### src/rtl/rtc_defines.vh
// register offsets, field masks, reset values and timing counts
// assumes a 40 MHz system clock and byte-wide register access
`ifndef RTC_DEFINES_VH
`define RTC_DEFINES_VH

// ------------------------------------------------------------
// register offsets
// ------------------------------------------------------------
`define RTC_OFS_SECONDS 8'h10
`define RTC_OFS_SECONDS_ALARM 8'h11
`define RTC_OFS_MINUTES 8'h12
`define RTC_OFS_MINUTES_ALARM 8'h13
`define RTC_OFS_HOURS 8'h14
`define RTC_OFS_HOURS_ALARM 8'h15
`define RTC_OFS_WEEKDAY 8'h16
`define RTC_OFS_MONTHDAY 8'h17
`define RTC_OFS_MONTHS 8'h18
`define RTC_OFS_YEARS 8'h19
`define RTC_OFS_STATUS 8'h1a
`define RTC_OFS_CONTROL 8'h1b

// ------------------------------------------------------------
// writable bits per register
// ------------------------------------------------------------
`define RTC_MASK_SECONDS 8'h7f
`define RTC_MASK_MINUTES 8'h7f
`define RTC_MASK_HOURS 8'hbf
`define RTC_MASK_WEEKDAY 8'h07
`define RTC_MASK_MONTHDAY 8'h3f
`define RTC_MASK_MONTHS 8'h1f
`define RTC_MASK_YEARS 8'hff
`define RTC_MASK_CONTROL 8'hb6

// ------------------------------------------------------------
// reset values
// ------------------------------------------------------------
`define RTC_RST_ZERO 8'h00
`define RTC_RST_ONE 8'h01
`define RTC_RST_CONTROL 8'h02
`define RTC_STATUS_FIXED 7'h20

// ------------------------------------------------------------
// control and hour field positions
// ------------------------------------------------------------
`define RTC_BIT_HOUR_FORMAT 1
`define RTC_BIT_NUMBER_FORMAT 2
`define RTC_BIT_TICK_IRQ_EN 4
`define RTC_BIT_MATCH_IRQ_EN 5
`define RTC_BIT_FREEZE 7
`define RTC_BIT_AFTERNOON 7

// ------------------------------------------------------------
// timing
// ------------------------------------------------------------
`define RTC_CLOCK_KHZ 40000
`define RTC_TICK_CYCLES 40000000
`define RTC_PEND_NS 244100
`define RTC_PEND_CYCLES ((`RTC_PEND_NS * (`RTC_CLOCK_KHZ / 1000) + 999) / 1000)
`define RTC_UPDATE_NS 30500
`define RTC_UPDATE_CYCLES ((`RTC_UPDATE_NS * `RTC_CLOCK_KHZ) / 1000000)

`endif

### src/rtl/rtc_regs.v
// time, calendar and alarm registers with update engine
// assumes a one-cycle read or write strobe per byte access
// How it works
// - seconds count 0x10, alarm 0x11, 7 bits
// - minutes count 0x12, alarm 0x13, 7 bits
// - hours 0x14, bit6 zero, bit7 afternoon
// - hours alarm 0x15, bit7 afternoon in 12h
// - weekday 0x16 low 3 bits, reset 1
// - day of month 0x17 six bits, reset 1
// - month 0x18 five bits, reset 1
// - month bit 7 always reads zero
// - year 0x19 eight bits, 0 to 99
// - status 0x1a read only, fixed low bits
// - status bit 7 shows update pending
// - control 0x1b, bit1 selects 24 hour
// - control bit2 selects binary or bcd
// - bit4 lets tick flag raise summary
// - bit5 lets match flag raise summary
// - bit7 aborts and freezes updates
// - bit7 clear advances counts each second
// - summary is OR of enabled flags
// - flag read clears, new events kept
// - pending first, increment later, then compare
`timescale 1ns/100ps
`default_nettype none
`include "rtc_defines.vh"

module rtc_regs #(
    parameter TICK_CYCLES = `RTC_TICK_CYCLES,
    parameter PEND_CYCLES = `RTC_PEND_CYCLES,
    parameter UPDATE_CYCLES = `RTC_UPDATE_CYCLES
) (
    // clock and reset
    input wire clock_i,
    input wire srst_i,
    // register port
    input wire [7:0] addr_i,
    input wire wr_en_i,
    input wire rd_en_i,
    input wire [7:0] wdata_i,
    output reg [7:0] rdata_o,
    // event flags
    input wire flag_read_i,
    output reg tick_done_flag_o,
    output reg match_flag_o,
    output wire irq_summary_flag_o,
    output wire update_pending_o
);

    localparam ST_IDLE = 2'd0;
    localparam ST_PEND = 2'd1;
    localparam ST_INC = 2'd2;
    localparam ST_UPD = 2'd3;

    function [6:0] dec;
        input [7:0] v;
        input bin;
        begin
            if (bin) begin
                dec = v[6:0];
            end else begin
                dec = {3'b000, v[7:4]} * 7'd10 + {3'b000, v[3:0]};
            end
        end
    endfunction

    reg [7:0] seconds_count, seconds_alarm;
    reg [7:0] minutes_count, minutes_alarm;
    reg [7:0] hours_count, hours_alarm;
    reg [7:0] weekday_count;
    reg [7:0] monthday_count;
    reg [7:0] month_count;
    reg [7:0] year_count;
    reg [7:0] clock_control;
    reg update_pending;
    reg [1:0] state;
    reg [25:0] tick_cnt;
    reg [25:0] wait_cnt;
    reg [6:0] days_in_month;

    wire hour_format_sel;
    wire number_format_sel;
    wire tick_done_irq_en;
    wire match_irq_en;
    wire freeze;
    wire tick;
    wire do_inc;
    wire upd_done;
    wire alarm_hit;
    wire day_carry;
    wire at_eleven;
    wire [6:0] month_bin, year_bin;
    wire [55:0] cur_vec, nxt_vec, lo_vec, hi_vec;
    wire [6:0] at_max, step_en;

    // --------------------------------------------------------
    // control fields
    // --------------------------------------------------------
    // hour format select
    assign hour_format_sel = clock_control[`RTC_BIT_HOUR_FORMAT];
    assign number_format_sel = clock_control[`RTC_BIT_NUMBER_FORMAT];
    assign tick_done_irq_en = clock_control[`RTC_BIT_TICK_IRQ_EN];
    assign match_irq_en = clock_control[`RTC_BIT_MATCH_IRQ_EN];
    assign freeze = clock_control[`RTC_BIT_FREEZE];

    // --------------------------------------------------------
    // one second divider
    // --------------------------------------------------------
    assign tick = (tick_cnt == TICK_CYCLES[25:0] - 26'h0000001);

    always @(posedge clock_i) begin
        if (srst_i || tick) begin
            tick_cnt <= 26'h0000000;
        end else begin
            tick_cnt <= tick_cnt + 26'h0000001;
        end
    end

    // --------------------------------------------------------
    // update sequencer
    // --------------------------------------------------------
    assign do_inc = (state == ST_INC) && !freeze;
    assign upd_done = (state == ST_UPD) && (wait_cnt == 26'h0000000) && !freeze;

    always @(posedge clock_i) begin
        if (srst_i) begin
            state <= ST_IDLE;
            wait_cnt <= 26'h0000000;
            update_pending <= 1'b0;
        end else if (freeze) begin
            state <= ST_IDLE;
            update_pending <= 1'b0;
        end else begin
            case (state)
                ST_IDLE: begin
                    if (tick) begin
                        state <= ST_PEND;
                        update_pending <= 1'b1;
                        wait_cnt <= PEND_CYCLES[25:0] - 26'h0000001;
                    end
                end
                ST_PEND: begin
                    if (wait_cnt == 26'h0000000) begin
                        state <= ST_INC;
                    end else begin
                        wait_cnt <= wait_cnt - 26'h0000001;
                    end
                end
                ST_INC: begin
                    state <= ST_UPD;
                    wait_cnt <= UPDATE_CYCLES[25:0] - 26'h0000001;
                end
                ST_UPD: begin
                    if (wait_cnt == 26'h0000000) begin
                        state <= ST_IDLE;
                        update_pending <= 1'b0;
                    end else begin
                        wait_cnt <= wait_cnt - 26'h0000001;
                    end
                end
                default: begin
                    state <= ST_IDLE;
                    update_pending <= 1'b0;
                end
            endcase
        end
    end

    // --------------------------------------------------------
    // counter steps and carries
    // --------------------------------------------------------
    assign month_bin = dec(month_count, number_format_sel);
    assign year_bin = dec(year_count, number_format_sel);

    always @* begin
        case (month_bin)
            7'd2: days_in_month = (year_bin[1:0] == 2'b00) ? 7'd29 : 7'd28;
            7'd4, 7'd6, 7'd9, 7'd11: days_in_month = 7'd30;
            default: days_in_month = 7'd31;
        endcase
    end

    assign cur_vec = {year_count, month_count, monthday_count, weekday_count,
                      {2'b00, hours_count[5:0]}, minutes_count, seconds_count};
    assign lo_vec = {8'd0, 8'd1, 8'd1, 8'd1, {7'd0, ~hour_format_sel}, 8'd0, 8'd0};
    assign hi_vec = {8'd99, 8'd12, {1'b0, days_in_month}, 8'd7,
                     (hour_format_sel ? 8'd23 : 8'd12), 8'd59, 8'd59};

    // 12 hour day ends after 11 pm
    assign at_eleven = (cur_vec[23:16] == (number_format_sel ? 8'h0b : 8'h11));
    assign day_carry = step_en[2] & (hour_format_sel ? at_max[2] :
                       (at_eleven && hours_count[`RTC_BIT_AFTERNOON]));
    assign step_en = {step_en[5] & at_max[5], day_carry & at_max[4], day_carry,
                      day_carry, step_en[1] & at_max[1], step_en[0] & at_max[0], do_inc};

    genvar gi;
    generate
        for (gi = 0; gi < 7; gi = gi + 1) begin : g_step
            rtc_step u_step (
                .val_i(cur_vec[gi*8 +: 8]),
                .bin_mode_i(number_format_sel),
                .lo_i(lo_vec[gi*8 +: 7]),
                .hi_i(hi_vec[gi*8 +: 7]),
                .next_o(nxt_vec[gi*8 +: 8]),
                .at_max_o(at_max[gi])
            );
        end
    endgenerate

    // --------------------------------------------------------
    // time and calendar registers
    // --------------------------------------------------------
    always @(posedge clock_i) begin
        if (srst_i) begin
            seconds_count <= `RTC_RST_ZERO;
            minutes_count <= `RTC_RST_ZERO;
            hours_count <= `RTC_RST_ZERO;
            weekday_count <= `RTC_RST_ONE;
            monthday_count <= `RTC_RST_ONE;
            month_count <= `RTC_RST_ONE;
            year_count <= `RTC_RST_ZERO;
        end else if (wr_en_i) begin
            case (addr_i)
                `RTC_OFS_SECONDS: seconds_count <= wdata_i & `RTC_MASK_SECONDS;
                `RTC_OFS_MINUTES: minutes_count <= wdata_i & `RTC_MASK_MINUTES;
                `RTC_OFS_HOURS: hours_count <= wdata_i & `RTC_MASK_HOURS;
                `RTC_OFS_WEEKDAY: weekday_count <= wdata_i & `RTC_MASK_WEEKDAY;
                `RTC_OFS_MONTHDAY: monthday_count <= wdata_i & `RTC_MASK_MONTHDAY;
                `RTC_OFS_MONTHS: month_count <= wdata_i & `RTC_MASK_MONTHS;
                `RTC_OFS_YEARS: year_count <= wdata_i & `RTC_MASK_YEARS;
                default: begin
                end
            endcase
        end else if (do_inc) begin
            seconds_count <= nxt_vec[7:0];
            if (step_en[1]) begin
                minutes_count <= nxt_vec[15:8];
            end
            if (step_en[2]) begin
                hours_count[5:0] <= nxt_vec[21:16];
                // afternoon toggles at 11 to 12
                if (!hour_format_sel && at_eleven) begin
                    hours_count[`RTC_BIT_AFTERNOON] <= ~hours_count[`RTC_BIT_AFTERNOON];
                end
            end
            if (step_en[3]) begin
                weekday_count <= nxt_vec[31:24];
            end
            if (step_en[4]) begin
                monthday_count <= nxt_vec[39:32];
            end
            if (step_en[5]) begin
                month_count <= nxt_vec[47:40];
            end
            if (step_en[6]) begin
                year_count <= nxt_vec[55:48];
            end
        end
    end

    // --------------------------------------------------------
    // alarm and control registers
    // --------------------------------------------------------
    always @(posedge clock_i) begin
        if (srst_i) begin
            seconds_alarm <= `RTC_RST_ZERO;
            minutes_alarm <= `RTC_RST_ZERO;
            hours_alarm <= `RTC_RST_ZERO;
            clock_control <= `RTC_RST_CONTROL;
        end else if (wr_en_i) begin
            case (addr_i)
                `RTC_OFS_SECONDS_ALARM: seconds_alarm <= wdata_i & `RTC_MASK_SECONDS;
                `RTC_OFS_MINUTES_ALARM: minutes_alarm <= wdata_i & `RTC_MASK_MINUTES;
                `RTC_OFS_HOURS_ALARM: hours_alarm <= wdata_i & `RTC_MASK_HOURS;
                `RTC_OFS_CONTROL: clock_control <= wdata_i & `RTC_MASK_CONTROL;
                default: begin
                end
            endcase
        end
    end

    // --------------------------------------------------------
    // alarm compare and event flags
    // --------------------------------------------------------
    // afternoon flag compared only in 12h
    assign alarm_hit = (seconds_count == seconds_alarm) &&
                       (minutes_count == minutes_alarm) &&
                       (hours_count[5:0] == hours_alarm[5:0]) &&
                       (hour_format_sel ||
                        hours_count[`RTC_BIT_AFTERNOON] == hours_alarm[`RTC_BIT_AFTERNOON]);

    always @(posedge clock_i) begin
        if (srst_i) begin
            tick_done_flag_o <= 1'b0;
            match_flag_o <= 1'b0;
        end else if (flag_read_i) begin
            tick_done_flag_o <= upd_done;
            match_flag_o <= upd_done & alarm_hit;
        end else begin
            // compare at end of update cycle
            tick_done_flag_o <= tick_done_flag_o | upd_done;
            match_flag_o <= match_flag_o | (upd_done & alarm_hit);
        end
    end

    // tick flag gated by its enable
    // match flag gated by its enable
    assign irq_summary_flag_o = (match_flag_o & match_irq_en) |
                                (tick_done_flag_o & tick_done_irq_en);
    assign update_pending_o = update_pending;

    // --------------------------------------------------------
    // read data
    // --------------------------------------------------------
    always @(posedge clock_i) begin
        if (srst_i) begin
            rdata_o <= 8'h00;
        end else if (rd_en_i) begin
            case (addr_i)
                `RTC_OFS_SECONDS: rdata_o <= seconds_count;
                `RTC_OFS_SECONDS_ALARM: rdata_o <= seconds_alarm;
                `RTC_OFS_MINUTES: rdata_o <= minutes_count;
                `RTC_OFS_MINUTES_ALARM: rdata_o <= minutes_alarm;
                `RTC_OFS_HOURS: rdata_o <= hours_count;
                `RTC_OFS_HOURS_ALARM: rdata_o <= hours_alarm;
                `RTC_OFS_WEEKDAY: rdata_o <= weekday_count;
                `RTC_OFS_MONTHDAY: rdata_o <= monthday_count;
                `RTC_OFS_MONTHS: rdata_o <= {1'b0, month_count[6:0]};
                `RTC_OFS_YEARS: rdata_o <= year_count;
                `RTC_OFS_STATUS: rdata_o <= {update_pending, `RTC_STATUS_FIXED};
                `RTC_OFS_CONTROL: rdata_o <= clock_control;
                default: rdata_o <= 8'h00;
            endcase
        end
    end

endmodule
`default_nettype wire

### src/rtl/rtc_step.v
// one time/calendar counter step with wrap, in bcd or binary
// assumes lo and hi are plain binary and val is in the selected coding
`timescale 1ns/100ps
`default_nettype none

module rtc_step (
    // counter value and coding
    input wire [7:0] val_i,
    input wire bin_mode_i,
    // wrap limits, binary
    input wire [6:0] lo_i,
    input wire [6:0] hi_i,
    // result
    output wire [7:0] next_o,
    output wire at_max_o
);

    function [7:0] enc;
        input [6:0] v;
        input bin;
        reg [6:0] tens;
        reg [6:0] ones;
        begin
            tens = v / 7'd10;
            ones = v % 7'd10;
            if (bin) begin
                enc = {1'b0, v};
            end else begin
                enc = {tens[3:0], ones[3:0]};
            end
        end
    endfunction

    wire [7:0] bcd_inc;

    // --------------------------------------------------------
    // increment and wrap
    // --------------------------------------------------------
    assign bcd_inc = (val_i[3:0] == 4'h9) ? {val_i[7:4] + 4'h1, 4'h0} : val_i + 8'h01;
    assign at_max_o = (val_i == enc(hi_i, bin_mode_i));
    assign next_o = at_max_o ? enc(lo_i, bin_mode_i) :
                    (bin_mode_i ? val_i + 8'h01 : bcd_inc);

endmodule
`default_nettype wire

### config.mk
export PLATFORM = sky130hd
export DESIGN_NAME = rtc_regs
export DESIGN_NICKNAME = d
export VERILOG_FILES = /design/src/rtl/rtc_regs.v /design/src/rtl/rtc_step.v
export VERILOG_INCLUDE_DIRS = /design/src /design/src/rtl
export SDC_FILE = /design/constraint.sdc
export NUM_CORES = 1
export LEC_CHECK = 0
export BUFFER_PORTS_ARGS = -buffer_cell sky130_fd_sc_hd__clkbuf_2
export CORE_MARGIN = 1
export CORE_UTILIZATION = 45
export CTS_BUF_LIST = sky130_fd_sc_hd__clkbuf_8 sky130_fd_sc_hd__clkbuf_16
export DETAILED_ROUTE_END_ITERATION = 10
export GPL_TIMING_DRIVEN = 0
export PLACE_DENSITY = 0.63
export SYNTH_ARGS = -nofsm -noshare
export SYNTH_HDL_FRONTEND = slang
export SYNTH_SLANG_ARGS = --single-unit
### constraint.sdc
create_clock -name clock_i -period 3.2 [get_ports clock_i]
set_input_delay 0.16 -clock clock_i [delete_from_list [all_inputs] [get_ports clock_i]]
set_output_delay 0.16 -clock clock_i [all_outputs]
set_load 0.03 [all_outputs]
==> reports/metrics.cfg <==
[finish]
drive_gt1_share_pct = 13.5
nets = 1300
num_antenna_cells = 0
synthToLayoutAreaGrowth_pct = 16.4
design_area_mm2 = 0.0108

[worst_setup_path]
cp_data_required_time_ps = 3520
start_kind = register
critPathMaxStageDelay_ps = 470
critPathMaxFanout = 5
worstPathCellList = ha_4 > ha_4 > inv_2 > fa_2 > nor4_4 > xnor2_2 > o211ai_1 > buf_4 > o211ai_1 > a211oi_4 > a21oi_4 > o221a_2
cpMaxStageDelayCell = fa_2
path_class = register to register
crit_arrival_ps = 3630
crit_path_end_kind = register

[power_and_ir_drop]
p_sw_w = 0.00168
peakVddDrop_mv = 0.497
power.internal_w = 0.00326
pwr-share-comb_pct = 18.9
p_clk_share_pct = 41.3
leakagePower_nw = 3.81
p_sw_share_pct = 34.0
p_per_area_mw_per_mm2 = 459
seqPwrFrac_pct = 39.8

[floorplanning]
initial_core_util_pct = 45.8
die_area_mm2 = 0.0211
die-width_um = 145
die_h_um = 145
coreArea_mm2 = 0.0202
ios = 33
rows = 52

[sta]
rsz0062_at_grt = yes
slew_violations = 0
worst_slack_ps = -101
clock_skew_ps = 13.0
hold_violations = 0
setup-tns-final_ps = -686
max_freq_mhz = 303
period_share_pct = 103
min_period_ps = 3300
worst_slew_pin_slew_ps = 1300
max-slew-margin-rel_pct = 12.4
finalSetupViolCount = 11

[global_routing]
globalRoute.totalOverflow = 0
antenna_found_initial = 0
grt_use_total_pct = 29.8
grt_pass1_vias = 8677
grt_pass1_wl_um = 48800
grt_max_degree = 18

[drt]
routed_wl_um = 31500
route.antenna.remaining_nets = 0
drtPass1Iterations = 7
drt_iter0_drc = 875
drc = 0
vias = 9359
via_per_inst = 6.14
post_drt_wl_per_cell_um = 20.7

[run_status]
violations = negative setup slack
outcome = finished with violations

[place]
hpwl_um = 22400
placed_cell_area_mm2 = 0.00981
place_congestion = 0.974
numPortBuffers = 32

[logic_synthesis]
synthAdderAreaFrac_pct = 5.31
synth.distinct_cells = 87
synth_edf_count = 0
synth-xor-area-share_pct = 7.01
synth_area_per_cell_um2 = 7.87
synth_area_mm2 = 0.00924
synth_fp_nets = 1234
synth_seq_cells = 146
synth_compound_area_share_pct = 20.8
yosys.area_share.simple_pct = 26.3
yosys-top-cells-area = dfxtp_1 32%, nor2_1 6.2%, a21oi_1 5.3%
synth_top_family_by_area = simple AND/OR/NAND/NOR gates
synthMuxAreaShare_pct = 4.44
synth_ff_type = dfxtp_1
yosysWarnings = 0
synth_top_area_share_pct = 31.6
yosys.area.top_type = dfxtp_1
synthCells = 1175
synth_seq_area_share_pct = 31.6
async_reset_ff_share_pct = 0

[clock_network]
clockRootBuffer = clkbuf_16
numCtsBuffers = 17
clockBufferDepth = 2
clk_latency_ps = 440
cts_sinks = 146
clk_pin_slew_worst_paths_ps = 70
cts_tree = yes
h-tree-depth = 4

[min_path]
hold_path_class = primary input to register

[run]
maxCapViolations = 0

-- cells in the mapped netlist, types with 7 or more instances --
| cell | n |
|---|---|
| o21ai_0 | 55 |
| clkbuf_1 | 60 |
| nor3_1 | 41 |
| o211ai_1 | 11 |
| inv_1 | 34 |
| nand2_1 | 98 |
| or3_1 | 14 |
| xnor2_1 | 50 |
| o221ai_1 | 7 |
| o22ai_1 | 7 |
| a22oi_1 | 10 |
| a211oi_1 | 12 |
| xor2_1 | 24 |
| dfxtp_1 | 146 |
| a31oi_1 | 11 |
| nor2_1 | 152 |
| nand2b_1 | 9 |
| a221oi_1 | 7 |
| ha_1 | 36 |
| and3_1 | 13 |
| mux2i_1 | 23 |
| nor3b_1 | 7 |
| nand4_1 | 14 |
| nand3_1 | 61 |
| nand4b_1 | 7 |
| nor4_1 | 14 |
| o31ai_1 | 7 |
| a21oi_1 | 97 |
| or3b_2 | 7 |
-- area by class of cell --
type / instances / area (µm²)
flip-flops and latches: 146 / 2940
multi-input cells: 923 / 6170
repair buffers: 47 / 299
clock buffers: 17 / 425
well taps: 270 / 338
fillers: 1954 / 9410
inverters: 36 / 136
plain buffers: 70 / 289
clock inverters: 15 / 159
-- layout by cell type (no fill, tap or decap), types with 7 or more instances in the layout --
cell,n
a211oi_1,10
a21oi_1,91
a22oi_1,9
a31oi_1,11
and3_1,13
buf_4,10
clkbuf_1,56
clkbuf_16,17
clkbuf_2,36
dfxtp_1,141
ha_1,32
inv_1,32
inv_8,7
mux2i_1,22
nand2_1,98
nand2b_1,9
nand3_1,60
nand4_1,14
nand4b_1,7
nor2_1,152
nor3_1,40
nor3b_1,7
nor4_1,11
o211ai_1,11
o21ai_0,53
o221ai_1,7
or3_1,13
or3b_2,7
xnor2_1,48
xor2_1,24
-- what timing repair did --
action / 4_1_cts / 5_1_grt
buffers inserted: 12 / 2
gates cloned: 0 / 0
endpoints found under the hold margin: 1 / 0
setup endpoints to repair: 33 / 27
hold buffers: 1 / 0
pin swaps: 21 / 17
resized for setup: 27 / 30
-- power groups by stage --
stage               clock network (W)  logic [W]  registers [W]
global route                  0.00212    0.00103        0.00198
detailed placement                  0   0.000876        0.00200
finish                        0.00204   0.000935        0.00196
global placement                    0   0.000872        0.00200
CTS                           0.00205   0.000890        0.00196
floorplan                           0   0.000619        0.00200
-- sequential cells by signal, indices dropped and copies added, names as in the netlist, 2 cells and up --
| register | flops |
|---|---|
| clock_control | 5 |
| hours_alarm | 7 |
| hours_count | 7 |
| minutes_alarm | 7 |
| minutes_count | 8 |
| month_count | 8 |
| monthday_count | 8 |
| rdata_o | 8 |
| seconds_alarm | 7 |
| seconds_count | 8 |
| state | 2 |
| tick_cnt | 26 |
| wait_cnt | 26 |
| weekday_count | 8 |
| year_count | 8 |
-- logic make-up (layout without fill, tap and decap cells) --
logic type                 after synthesis  after routing
and+or+nand+nor                        488            488
AOI/OAI and AO/OA                      289            289
DFF                                    146            146
buffers and inverters                  106            185
xor gates and xnor gates                74             74
adders and majority gates               38             38
muxes                                   34             34
-- layer usage --
metal	wire length (µm)	GRT usage, %
met5	0	0
met4	1130	12.5
met3	2640	5.35
met2	14500	48.1
met1	13200	39.2
-- worst paths after layout --
path / startpoint / end / slack [ps] / cells after the start
max: month_count[5] / month_count[6] / -100 / 12
min: wdata_i[6] / seconds_alarm[6] / 50 / 3
max reg2reg: month_count[5] / month_count[6] / -100 / 12
min reg2reg: tick_cnt[0] / tick_cnt[0] / 450 / 1
-- worst max-delay path, delay by kind of cell, from the launching register on --
family | cells | cell delay, ps
AND/OR/NAND/NOR | 1 | 340
flip-flops | 1 | 350
buffers and inverters | 2 | 250
AO/OA/AOI/OAI | 5 | 1270
adder cells (fa/ha/maj) | 3 | 860
XOR/XNOR | 1 | 120
-- stage by stage --
step	setup WS [ps]	hold WS (ps)	power [W]	cells	util, %
6_report	-101	49.4	0.00494	1524	53.3
5_1_grt	-235	77.4	0.00512	1524	53.3
4_1_cts	-47.2	39.7	0.00490	1522	52.7
3_5_place_dp	-588	443	0.00288	1477	48.6
3_3_place_gp	-542	434	0.00287	1477	48.6
2_1_floorplan	-16.7	304	0.00262	1175	-
Power figures use the tool's default switching activity.
